### src/hdl/reset_combiner_pkg.sv
// constants for the reset source combiner and its status registers
// assumes an APB slave with 32-bit data, one aligned word per register
package reset_combiner_pkg;
    // register byte offsets
    localparam logic [7:0] CAUSE_OFFSET   = 8'h00;
    localparam logic [7:0] BATTERY_OFFSET = 8'h04;
    localparam logic [7:0] CONFIG_OFFSET  = 8'h08;
    localparam logic [7:0] STATE_OFFSET   = 8'h0C;
    // cause register field positions
    localparam int TRAP_BIT     = 15;
    localparam int OPCODE_BIT   = 14;
    localparam int RETAIN_BIT   = 12;
    localparam int DEEP_BIT     = 10;
    localparam int MISMATCH_BIT = 9;
    localparam int BIAS_BIT     = 8;
    localparam int PIN_BIT      = 7;
    localparam int SOFT_BIT     = 6;
    localparam int SWDT_BIT     = 5;
    localparam int WATCHDOG_TIMEOUT_FLAG_BIT     = 4;
    localparam int SLEEP_BIT    = 3;
    localparam int IDLE_BIT     = 2;
    localparam int BROWN_BIT    = 1;
    localparam int POWER_BIT    = 0;
    // implemented bits and power-on value
    localparam logic [15:0] CAUSE_MASK  = 16'hD7FF;
    localparam logic [15:0] CAUSE_RESET = 16'h0003;
    // battery flags: brown-out, power-on, battery power-on, battery exit
    localparam logic [3:0]  BATTERY_RESET = 4'hE;
    // config register: bit0 regulator cfg, bit1 watchdog force, bit2 deep sleep arm
    localparam logic [2:0]  CONFIG_RESET = 3'h3;
    // source vector positions
    localparam int SRC_COUNT = 9;
    localparam int SRC_POR = 0;
    localparam int SRC_PIN = 1;
    localparam int SRC_SOFT = 2;
    localparam int SRC_WDT = 3;
    localparam int SRC_BROWN = 4;
    localparam int SRC_MISMATCH = 5;
    localparam int SRC_TRAP = 6;
    localparam int SRC_OPCODE = 7;
    localparam int SRC_UNINIT = 8;
endpackage

### src/hdl/reset_source_combiner_status.sv
// reset source combiner with cause/status register behind an APB slave
// assumes sources are synchronous levels; power-on source is held by surrounding logic
// Function
// - master reset asserts while any source is active
// - nine reset sources accepted
// - each reset type sets a cause flag; illegal opcode and uninitialized W share one
// - power-on clears all cause bits except brown-out and power-on, which set
// - software may set or clear status bits; no reset results
// - brown-out or power-on reset during battery operation sets flags in battery register
// - only selected registers take defined values; others keep contents
// - trap conflict sets bit 15
// - illegal opcode or uninitialized W sets bit 14
// - bit 12 selects low-voltage retention during sleep
// - regulator config at one disables retention
// - bit 10 records deep sleep
// - configuration mismatch sets bit 9
// - bit 8 keeps flash bias powered in sleep
// - regulator re-enable adds wake delay; bias keep avoids it
// - master clear pin sets bit 7
// - software reset instruction sets bit 6
// - watchdog force config at one keeps watchdog running
// - bit 5 enables watchdog; bit 4 timeout flag, cleared by clear/power-save/power-on
// - sleep and idle instructions set bits 3 and 2
// - sleep instruction with deep sleep arm sets deep sleep flag
`timescale 1ns/100ps
`default_nettype none
module reset_source_combiner_status (
    // clock and reset
    input  wire logic                                      clk,
    input  wire logic                                      rst_n,
    // apb slave
    input  wire logic                                      psel,
    input  wire logic                                      penable,
    input  wire logic                                      pwrite,
    input  wire logic [7:0]                                paddr,
    input  wire logic [31:0]                               pwdata,
    output logic                                           pready,
    output logic [31:0]                                    prdata,
    output logic                                           pslverr,
    // reset sources, active high levels
    input  wire logic [reset_combiner_pkg::SRC_COUNT-1:0]  resetSource,
    input  wire logic                                      batteryActive,
    input  wire logic                                      batteryPorEvent,
    // instruction events, one-cycle pulses, and the sleep state level
    input  wire logic                                      watchdogClearInstruction,
    input  wire logic                                      sleepInstruction,
    input  wire logic                                      idleInstruction,
    input  wire logic                                      inSleep,
    // outputs to the system
    output logic                                           masterReset,
    output logic                                           watchdogRun,
    output logic                                           lowVoltHoldActive,
    output logic                                           flashBiasPowered,
    output logic                                           regulatorWakeDelay
);
    import reset_combiner_pkg::*;

    logic [15:0] cause;
    logic [15:0] next_cause;
    logic [3:0]  battery;
    logic [3:0]  next_battery;
    logic [2:0]  cfg;
    logic [2:0]  next_cfg;
    logic        next_masterReset;
    logic        next_pready;
    logic [31:0] next_prdata;
    logic        next_pslverr;
    logic        next_watchdogRun;
    logic        next_lowVoltHold;
    logic        next_flashBias;
    logic        next_wakeDelay;
    logic        wrCause;
    logic        wrBattery;
    logic        wrCfg;
    logic        access;
    logic        porActive;

    function automatic logic hit(input logic [7:0] a, input logic [7:0] off);
        return a == off;
    endfunction

    assign access    = psel && !penable;
    assign porActive = resetSource[SRC_POR];
    assign wrCause   = access && pwrite && hit(paddr, CAUSE_OFFSET);
    assign wrBattery = access && pwrite && hit(paddr, BATTERY_OFFSET);
    assign wrCfg     = access && pwrite && hit(paddr, CONFIG_OFFSET);

    // cause register: write first, hardware events afterwards so sets win
    always_comb begin
        next_cause = cause;
        if (wrCause) begin
            next_cause = pwdata[15:0] & CAUSE_MASK;
        end
        if (resetSource[SRC_TRAP]) next_cause[TRAP_BIT] = 1'b1;
        if (resetSource[SRC_OPCODE] || resetSource[SRC_UNINIT]) begin
            next_cause[OPCODE_BIT] = 1'b1;
        end
        if (resetSource[SRC_MISMATCH]) next_cause[MISMATCH_BIT] = 1'b1;
        if (resetSource[SRC_PIN]) next_cause[PIN_BIT] = 1'b1;
        if (resetSource[SRC_SOFT]) next_cause[SOFT_BIT] = 1'b1;
        if (resetSource[SRC_BROWN]) next_cause[BROWN_BIT] = 1'b1;
        // clear events for the timeout flag, then timeout so it wins
        if (watchdogClearInstruction || sleepInstruction || idleInstruction) begin
            next_cause[WATCHDOG_TIMEOUT_FLAG_BIT] = 1'b0;
        end
        if (resetSource[SRC_WDT]) next_cause[WATCHDOG_TIMEOUT_FLAG_BIT] = 1'b1;
        if (sleepInstruction) begin
            next_cause[SLEEP_BIT] = 1'b1;
            if (cfg[2]) next_cause[DEEP_BIT] = 1'b1;
        end
        if (idleInstruction) next_cause[IDLE_BIT] = 1'b1;
        if (porActive) next_cause = CAUSE_RESET;
    end

    // battery flags: hardware set only, software clear only
    always_comb begin
        next_battery = battery;
        if (wrBattery) next_battery = battery & pwdata[3:0];
        if (batteryActive && (|resetSource)) begin
            next_battery[3] = next_battery[3] | resetSource[SRC_BROWN];
            next_battery[2] = next_battery[2] | porActive;
            next_battery[0] = next_battery[0] | porActive;
        end
        if (batteryPorEvent) next_battery[1] = 1'b1;
    end

    always_comb begin
        next_cfg = cfg;
        if (wrCfg) next_cfg = pwdata[2:0];
    end

    // system-facing outputs
    always_comb begin
        next_masterReset = |resetSource;
        next_watchdogRun = cfg[1] || cause[SWDT_BIT];
        next_lowVoltHold = inSleep && cause[RETAIN_BIT] && !cfg[0];
        next_flashBias   = !inSleep || cause[BIAS_BIT];
        // wake delay only when bias was dropped in sleep
        next_wakeDelay   = inSleep && !cause[BIAS_BIT];
    end

    // apb answer: zero-wait, data valid in access phase
    always_comb begin
        next_pready  = access;
        next_pslverr = 1'b0;
        next_prdata  = 32'h0000_0000;
        if (access) begin
            unique case (paddr)
                CAUSE_OFFSET:   next_prdata = {16'h0000, cause};
                BATTERY_OFFSET: next_prdata = {28'h0000000, battery};
                CONFIG_OFFSET:  next_prdata = {29'h00000000, cfg};
                STATE_OFFSET:   next_prdata = {27'h0000000, regulatorWakeDelay,
                                               flashBiasPowered, lowVoltHoldActive,
                                               watchdogRun, masterReset};
                default:        next_pslverr = 1'b1;
            endcase
        end
    end

    // the cause/battery/config registers and every registered output take reset values here
    always_ff @(posedge clk) begin
        if (!rst_n) begin
            cause              <= CAUSE_RESET;
            battery            <= BATTERY_RESET;
            cfg                <= CONFIG_RESET;
            masterReset        <= 1'b1;
            watchdogRun        <= 1'b1;
            lowVoltHoldActive  <= 1'b0;
            flashBiasPowered   <= 1'b1;
            regulatorWakeDelay <= 1'b0;
            pready             <= 1'b0;
            prdata             <= 32'h0000_0000;
            pslverr            <= 1'b0;
        end else begin
            cause              <= next_cause;
            battery            <= next_battery;
            cfg                <= next_cfg;
            masterReset        <= next_masterReset;
            watchdogRun        <= next_watchdogRun;
            lowVoltHoldActive  <= next_lowVoltHold;
            flashBiasPowered   <= next_flashBias;
            regulatorWakeDelay <= next_wakeDelay;
            pready             <= next_pready;
            prdata             <= next_prdata;
            pslverr            <= next_pslverr;
        end
    end
endmodule
`default_nettype wire

### config.mk
export PLATFORM = sky130hd
export DESIGN_NAME = reset_source_combiner_status
export DESIGN_NICKNAME = d
export VERILOG_FILES = /design/src/hdl/reset_combiner_pkg.sv /design/src/hdl/reset_source_combiner_status.sv
export SDC_FILE = /design/constraint.sdc
export NUM_CORES = 1
export LEC_CHECK = 0
export BUFFER_PORTS_ARGS = -buffer_cell sky130_fd_sc_hd__buf_2
export CORE_ASPECT_RATIO = 2
export CORE_MARGIN = 2
export CORE_UTILIZATION = 39
export DETAILED_ROUTE_END_ITERATION = 6
export HOLD_SLACK_MARGIN = 0.05
export PLACE_DENSITY = 0.84
export SYNTH_ARGS = -nofsm -noshare
export SYNTH_HDL_FRONTEND = slang
export SYNTH_SLANG_ARGS = --single-unit
### constraint.sdc
create_clock -name clk -period 1.2 [get_ports clk]
set_input_delay 0.06 -clock clk [delete_from_list [all_inputs] [get_ports clk]]
set_output_delay 0.06 -clock clk [all_outputs]
set_load 0.02 [all_outputs]
==> metrics.md, run 1 <==
| Metric | Value |
|---|---|
| Slowest cell on crit path | mux4_2 |
| Pre-CTS setup slack | -0.122 ns |
| Final core occ | 55.7% |
| Net Sw Frac | 25.6% |
| Worst setup path end | prdata[2]$_SDFF_PN0_ |
| Drt drc | 0 |
| F_max | 947 MHz |
| Static Leakage | 0.00110 µW |
| Slew Viols, Final | 0 |
| Commonest cells after routing, fill and taps aside | 62 x buf_2, 42 x dfxtp_1, 18 x conb_1, 18 x dlygate4sd3_1 |
| Placed cell count | 297 |
| Antenna viol nets, final | 0 |
| Clk pwr share | 34.1% |
| Register area share after synthesis | 48.4% |
| Internal power | 1970 µW |
| Arrival time worst endpoint | 1.25 ns |
| CP startpoint kind | register |
| Vias in the first global route | 1507 |
| Rows | 34 |
| Yosys top cell by area | dfxtp_1 |
| Wirelength per Cell | 13.0 µm |
| Core ar. | 4300 µm² |
| Initial antenna violation count | 0 |
| Sw Pwr | 680 µW |
| Worst-path maximum fanout | 4 |
| Area grow syn2layout | 37.7% |
| Reg2Reg Depth | 2 |
| Total of max-cap violations | 0 |
| Vias per inst | 4.78 |
| Reg-to-reg critical path endpoint | prdata[2]$_SDFF_PN0_ |
| Syn Inst Count | 176 |
| Flops & latches, synth | 42 |
| Syn Area/Cell | 9.87 µm² |
| Final HPWL DP | 3300 µm |
| Clock sinks | 42 |
| GR Overflow Total | 0 |
| Largest net degree at the start of global routing | 18 |
| Slowest stage delay, CP | 0.45 ns |
| Status | finished clean |
| Post-Route WL | 4200 µm |
| Die area | 5040 µm² |
| Critical Path, Cell by Cell | mux4_2, and2b_1 |
| YS warnings | 0 |
| Critical path class | register to register |
| Most area-consuming cells after synthesis | dfxtp_1 48%, buf_4 8.6%, a211oi_1 3.9%, mux4_2 3.9%, and2_1 3.2% |
| Postcts setup bufs | 0 |
| Final Hold Viols | 0 |
| Worst Skew | 0.00758 ns |
| CTS tree | done |
| Tmin final | 1.06 ns |
| WP data required | 1.39 ns |
| Via count | 1544 |
| CTS Buf Count | 5 |
| Max VDD drop | 612 µV |
| Initial core utilization | 40.4% |
| Layout Cells excl Fill | 323 |
| Distinct cell type count after synthesis | 34 |
| R2r setup slk | 0.14 ns |
| H-tree depth | 2 |
| TritonRoute pass-1 iters | 4 |
| RSZ-0062 raised after global routing | no |
| Number of diodes | 0 |
| PwrDens | 1110 nW/µm² |
| DRT iter0 DRCs | 45 |
| Mapped cell area | 1740 µm² |
| Share of post-route cells with drive strength above 1 | 33.8% |
| Flop pwr share | 53.7% |
| Post-route setup slack | 0.144 ns |
| Final RePlAce weighted congestion | 0.791 |
| Worst-case clock buffer depth | 2 |
| Synth top area share | 48.4% |
| Worst R2R Start | cfg[2]$_SDFFE_PN0P_ |
| Worst skew pair latency | 0.29 ns |
| Fillers | 398 |
| Final nets | 328 |
| Clk slew on worst S/H paths | 0.08 ns |
| Finish-stage setup viols | 0 |
| Final period utilization | 88.0% |
| Clock Tree Root | clkbuf_8 |
| Most common cell after layout, fill and taps aside | buf_2 |
| Worst setup EP type | register |
| Ports | 99 |
| DIE WIDTH | 51.2 µm |
| Die height | 98.4 µm |
| Global-route wire length before repair | 6730 µm |
| Worst Hold Class | primary input to register |
| GRT Total Usage | 17.8% |
| Buffers added on ports | 62 |
| Logic pwr share | 12.3% |
| Setup crit start | cfg[2]$_SDFFE_PN0P_ |
synthesized netlist by cell type, drive strengths merged:
| master | instances |
|---|---|
| nor4 | 3 |
| and3b | 2 |
| and2b | 1 |
| nand2b | 1 |
| nor2 | 13 |
| nand3b | 1 |
| mux2 | 1 |
| o211ai | 1 |
| a21boi | 1 |
| dfxtp | 42 |
| nand2 | 13 |
| nor2b | 3 |
| nand4 | 5 |
| nand3 | 10 |
| inv | 1 |
| nor3 | 11 |
| and2 | 9 |
| o21ai | 7 |
| mux4 | 3 |
| buf | 22 |
| nor4b | 1 |
| nor4bb | 2 |
| conb | 1 |
| clkbuf | 2 |
| nor3b | 3 |
| a211oi | 9 |
| mux2i | 3 |
| a22oi | 1 |
| a21oi | 4 |
power by group through the flow:
stage	registers [µW]	clock network, µW	logic, µW
after floorplan	1460	0	181
after global placement	1460	0	272
after detailed placement	1460	0	278
after CTS	1420	918	325
after global routing	1430	973	353
final	1420	904	325
how the worst min path moves through the flow:
stage / cells after the start / endpoint / startpoint / slack [ns]
2_1_floorplan: 2 / cause[1]$_SDFFE_PP1P_ / resetSource[4] / 0.16
4_1_cts: 3 / battery[3]$_SDFF_PN1_ / pwdata[3] / 0.05
6_report: 3 / battery[3]$_SDFF_PN1_ / pwdata[3] / 0.05
3_5_place_dp: 2 / battery[1]$_SDFFE_PP1N_ / batteryPorEvent / 0.25
3_3_place_gp: 2 / battery[1]$_SDFFE_PP1N_ / batteryPorEvent / 0.25
5_1_grt: 3 / battery[2]$_SDFF_PN1_ / resetSource[0] / 0.07
sequential cells by signal, summed over array words and instances, names as in the netlist, 3 cells and up:
register / cells
cfg: 3
cause: 14
battery: 4
prdata: 14
layer usage:
metal	track usage (%)	vias to the layer above	share of wire, %
li1	-	769	-
met1	17.1	707	35
met2	35.0	61	57
met3	2.45	7	5.8
met4	8.11	0	2.2
met5	0	-	0
critical path, delay by kind of cell, from the launching register on:
kind,cells,cell delay (ns)
multiplexers,1,0.45
AND/OR/NAND/NOR,1,0.16
flip-flops,1,0.35
stage by stage:
stage	cell area, µm²	hold WS, ns	TNS, ns	total power, µW
after global placement	2120	0.251	-0.816	1730
after detailed placement	2120	0.253	-1.87	1740
after floorplan	1800	0.163	0	1640
after CTS	2390	0.0531	0	2670
after global routing	2390	0.0740	0	2750
final	2390	0.0523	0	2650
logic make-up after synthesis:
logic type             synth area share (%)
buffers and inverters                  10.2
other                                 0.216
AOI/OAI and AO/OA                      8.35
and+or+nand+nor                        26.6
DFF                                    48.4
muxes                                  6.26
area by class of cell:
cell class	count	area (µm²)	area share, %
Timing Repair Buffer	92	606	25.3
Sequential cell	42	841	35.1
Tap cell	54	67.6	2.82
Inverter	1	3.75	0.157
Multi-Input combinational cell	126	785	32.8
Clock buffer	5	68.8	2.88
Clock inverter	3	21.3	0.889
timing repair:
action	4_1_cts	5_1_grt
hold buffers	18	0
hold endpoints to repair	12	0
resized for setup	0	0
No activity file was read; power rests on OpenSTA's default activity.
==> run 2, diff against run 1 <==
--- a/config.mk
+++ b/config.mk
@@ -8,10 +8,10 @@
 export BUFFER_PORTS_ARGS = -buffer_cell sky130_fd_sc_hd__buf_2
 export CORE_ASPECT_RATIO = 2
 export CORE_MARGIN = 2
-export CORE_UTILIZATION = 39
+export CORE_UTILIZATION = 43
 export DETAILED_ROUTE_END_ITERATION = 6
 export HOLD_SLACK_MARGIN = 0.05
-export PLACE_DENSITY = 0.84
+export PLACE_DENSITY = 0.87
 export SYNTH_ARGS = -nofsm -noshare
 export SYNTH_HDL_FRONTEND = slang
 export SYNTH_SLANG_ARGS = --single-unit
==> constraint.sdc (replaced) <==
create_clock -name clk -period 1.1 [get_ports clk]
set_input_delay 0.055 -clock clk [delete_from_list [all_inputs] [get_ports clk]]
set_output_delay 0.055 -clock clk [all_outputs]
set_load 0.02 [all_outputs]
==> run 2 against run 1 <==
- power is 16% higher
- sequential power is 9% higher
- core utilization is 7.5 points higher
- non-clock buffer count is 4 higher
- die area is 8.8% lower
- clock power is 28% higher
- critical endpoint unchanged
==> metrics.md, run 2 (synthesized netlist as in run 1, its figures left out) <==
| Metric | Value |
|---|---|
| Initial core utilization | 44.7% (+4.3 points) |
| Final core occ | 63.2% (+7.5 points) |
| Post-DP Area | 2130 µm² (+0.35%) |
| Wirelength per Cell | 13.2 µm (+1.4%) |
| Layout Cells excl Fill | 324 (+0.31%) |
| Post-Route WL | 4270 µm (+1.7%) |
| Final period utilization | 96.7% (+8.7 points) |
| Max VDD drop | 1070 µV (+75%) |
| Worst Skew | 0.00193 ns (-0.00565 ns) |
| Postcts setup bufs | 0 (unchanged) |
| Vias per inst | 4.95 (+3.6%) |
| Number of diodes | 0 (unchanged) |
| Static Leakage | 0.00112 µW (+2.3%) |
| PwrDens | 1260 nW/µm² (+13%) |
| Commonest cells after routing, fill and taps aside | 62 x buf_2, 42 x dfxtp_1, 20 x dlygate4sd3_1, 18 x conb_1 |
| Final Hold Viols | 0 (unchanged) |
| Slew Viols, Final | 0 (unchanged) |
| CTS Buf Count | 5 (unchanged) |
| Worst-path maximum fanout | 2 (-2) |
| Worst setup EP type | register |
| Finish-stage setup viols | 0 (unchanged) |
| Clock Tree Root | clkbuf_8 |
| F_max | 940 MHz (-0.70%) |
| Most common cell after layout, fill and taps aside | buf_2 |
| Fillers | 335 (-16%) |
| Tmin final | 1.06 ns (+0.00747 ns) |
| Final nets | 332 (+1.2%) |
| Total of max-cap violations | 0 (unchanged) |
| GRT Total Usage | 19.9% (+2.1 points) |
| DIE WIDTH | 49.0 µm (-4.4%) |
| H-tree depth | 2 (unchanged) |
| Drt drc | 0 (unchanged) |
| Clk slew on worst S/H paths | 0.07 ns (about the same) |
| Vias in the first global route | 1511 (+0.27%) |
| Ports | 99 (unchanged) |
| Core ar. | 3880 µm² (-9.6%) |
| Clock sinks | 42 (unchanged) |
| Status | finished clean |
| Antenna viol nets, final | 0 (unchanged) |
| Critical path class | register to register |
| WP data required | 1.29 ns (-0.10 ns) |
| Via count | 1604 (+3.9%) |
| TritonRoute pass-1 iters | 4 (unchanged) |
| Placed cell count | 296 (-0.34%) |
| Largest regs | cause (14), prdata (14), battery (4) |
| CP startpoint kind | register |
| Global-route wire length before repair | 6870 µm (+2.1%) |
| Final RePlAce weighted congestion | 0.832 (+5.2%) |
| Largest net degree at the start of global routing | 18 (unchanged) |
| RSZ-0062 raised after global routing | no |
| Worst skew pair latency | 0.29 ns (about the same) |
| Area grow syn2layout | 41.2% |
| Buffers added on ports | 62 (unchanged) |
| Final HPWL DP | 3200 µm (-3.0%) |
| DRT iter0 DRCs | 32 (-29%) |
| Grt met2 use | 35.7% (+0.77 points) |
| Die area | 4600 µm² (-8.8%) |
| GR Overflow Total | 0 (unchanged) |
| Hold Path Stages | 2 (-1) |
| Most Crowded Layer GR | met2 |
| Setup TNS Final | 0 ns (unchanged) |
| Arrival time worst endpoint | 1.26 ns (about the same) |
| Worst-case clock buffer depth | 2 (unchanged) |
| Worst Hold Class | primary input to register |
| Final non-filler cell area | 2450 µm² (+2.6%) |
| Share of post-route cells with drive strength above 1 | 34.4% (+0.60 points) |
| Die height | 93.9 µm (-4.6%) |
| Rows | 32 (-5.9%) |
| Initial antenna violation count | 0 (unchanged) |
| CTS tree | done |
| M1 GR Usage | 20.3% (+3.3 points) |
| R2r setup slk | 0.04 ns (-0.11 ns) |
| Reg2Reg Depth | 2 (unchanged) |
| M3 GR Usage | 5.25% (+2.8 points) |
run 2: metrics by stage:
step,hold WS [ns],power (µW),setup slack (ns)
5_1_grt,0.0920,3240,0.0131
6_report,0.0907,3090,0.0366
2_1_floorplan,0.158,1800,-0.0341
3_5_place_dp,0.254,1900,-0.257
4_1_cts,0.0788,3120,0.0286
3_3_place_gp,0.242,1890,-0.191
run 2: worst max-delay path, stage by stage (launching register included):
cell	delay (ns)
dfxtp_1	0.33
mux4_2	0.47
and2b_1	0.17
run 2: report_power, final:
| group | leakage, µW | internal [µW] | switching [µW] |
|---|---|---|---|
| Clock | 0.0000579 | 667 | 497 |
| Combinational | 0.000726 | 172 | 199 |
| Sequential | 0.000341 | 1540 | 11.4 |
run 2: final cells by class:
type / count / area, µm² / share of cell area, %
flip-flops and latches: 42 / 841 / 34.3
multi-input cells: 126 / 808 / 32.9
repair buffers: 96 / 628 / 25.6
clock buffers: 5 / 68.8 / 2.80
well taps: 51 / 63.8 / 2.60
clock inverters: 3 / 40.0 / 1.63
inverters: 1 / 3.75 / 0.153
run 2: what timing repair did:
item | 4_1_cts | 5_1_grt
endpoints found under the hold margin | 15 | 0
hold buffers | 20 | 0
resized for setup | 0 | 2
endpoints found under the setup margin | 0 | 2
run 2: metal layers:
| metal | wire length [µm] | up-vias | part of all wire, % |
|---|---|---|---|
| met5 | 0 | - | 0 |
| met4 | 132 | 0 | 3.1 |
| met3 | 250 | 13 | 5.8 |
| met2 | 2370 | 88 | 55 |
| met1 | 1520 | 726 | 36 |
| li1 | - | 777 | - |
run 2: path summary, 6_finish.rpt:
kind | from | end
setup / recovery | lowVoltHoldActive$_SDFF_PN0_ | prdata[2]$_SDFF_PN0_
hold / removal | rst_n | pready$_SDFF_PN0_
setup reg to reg | lowVoltHoldActive$_SDFF_PN0_ | prdata[2]$_SDFF_PN0_
hold reg to reg | cause[6]$_SDFFE_PP0P_ | prdata[6]$_SDFF_PN0_
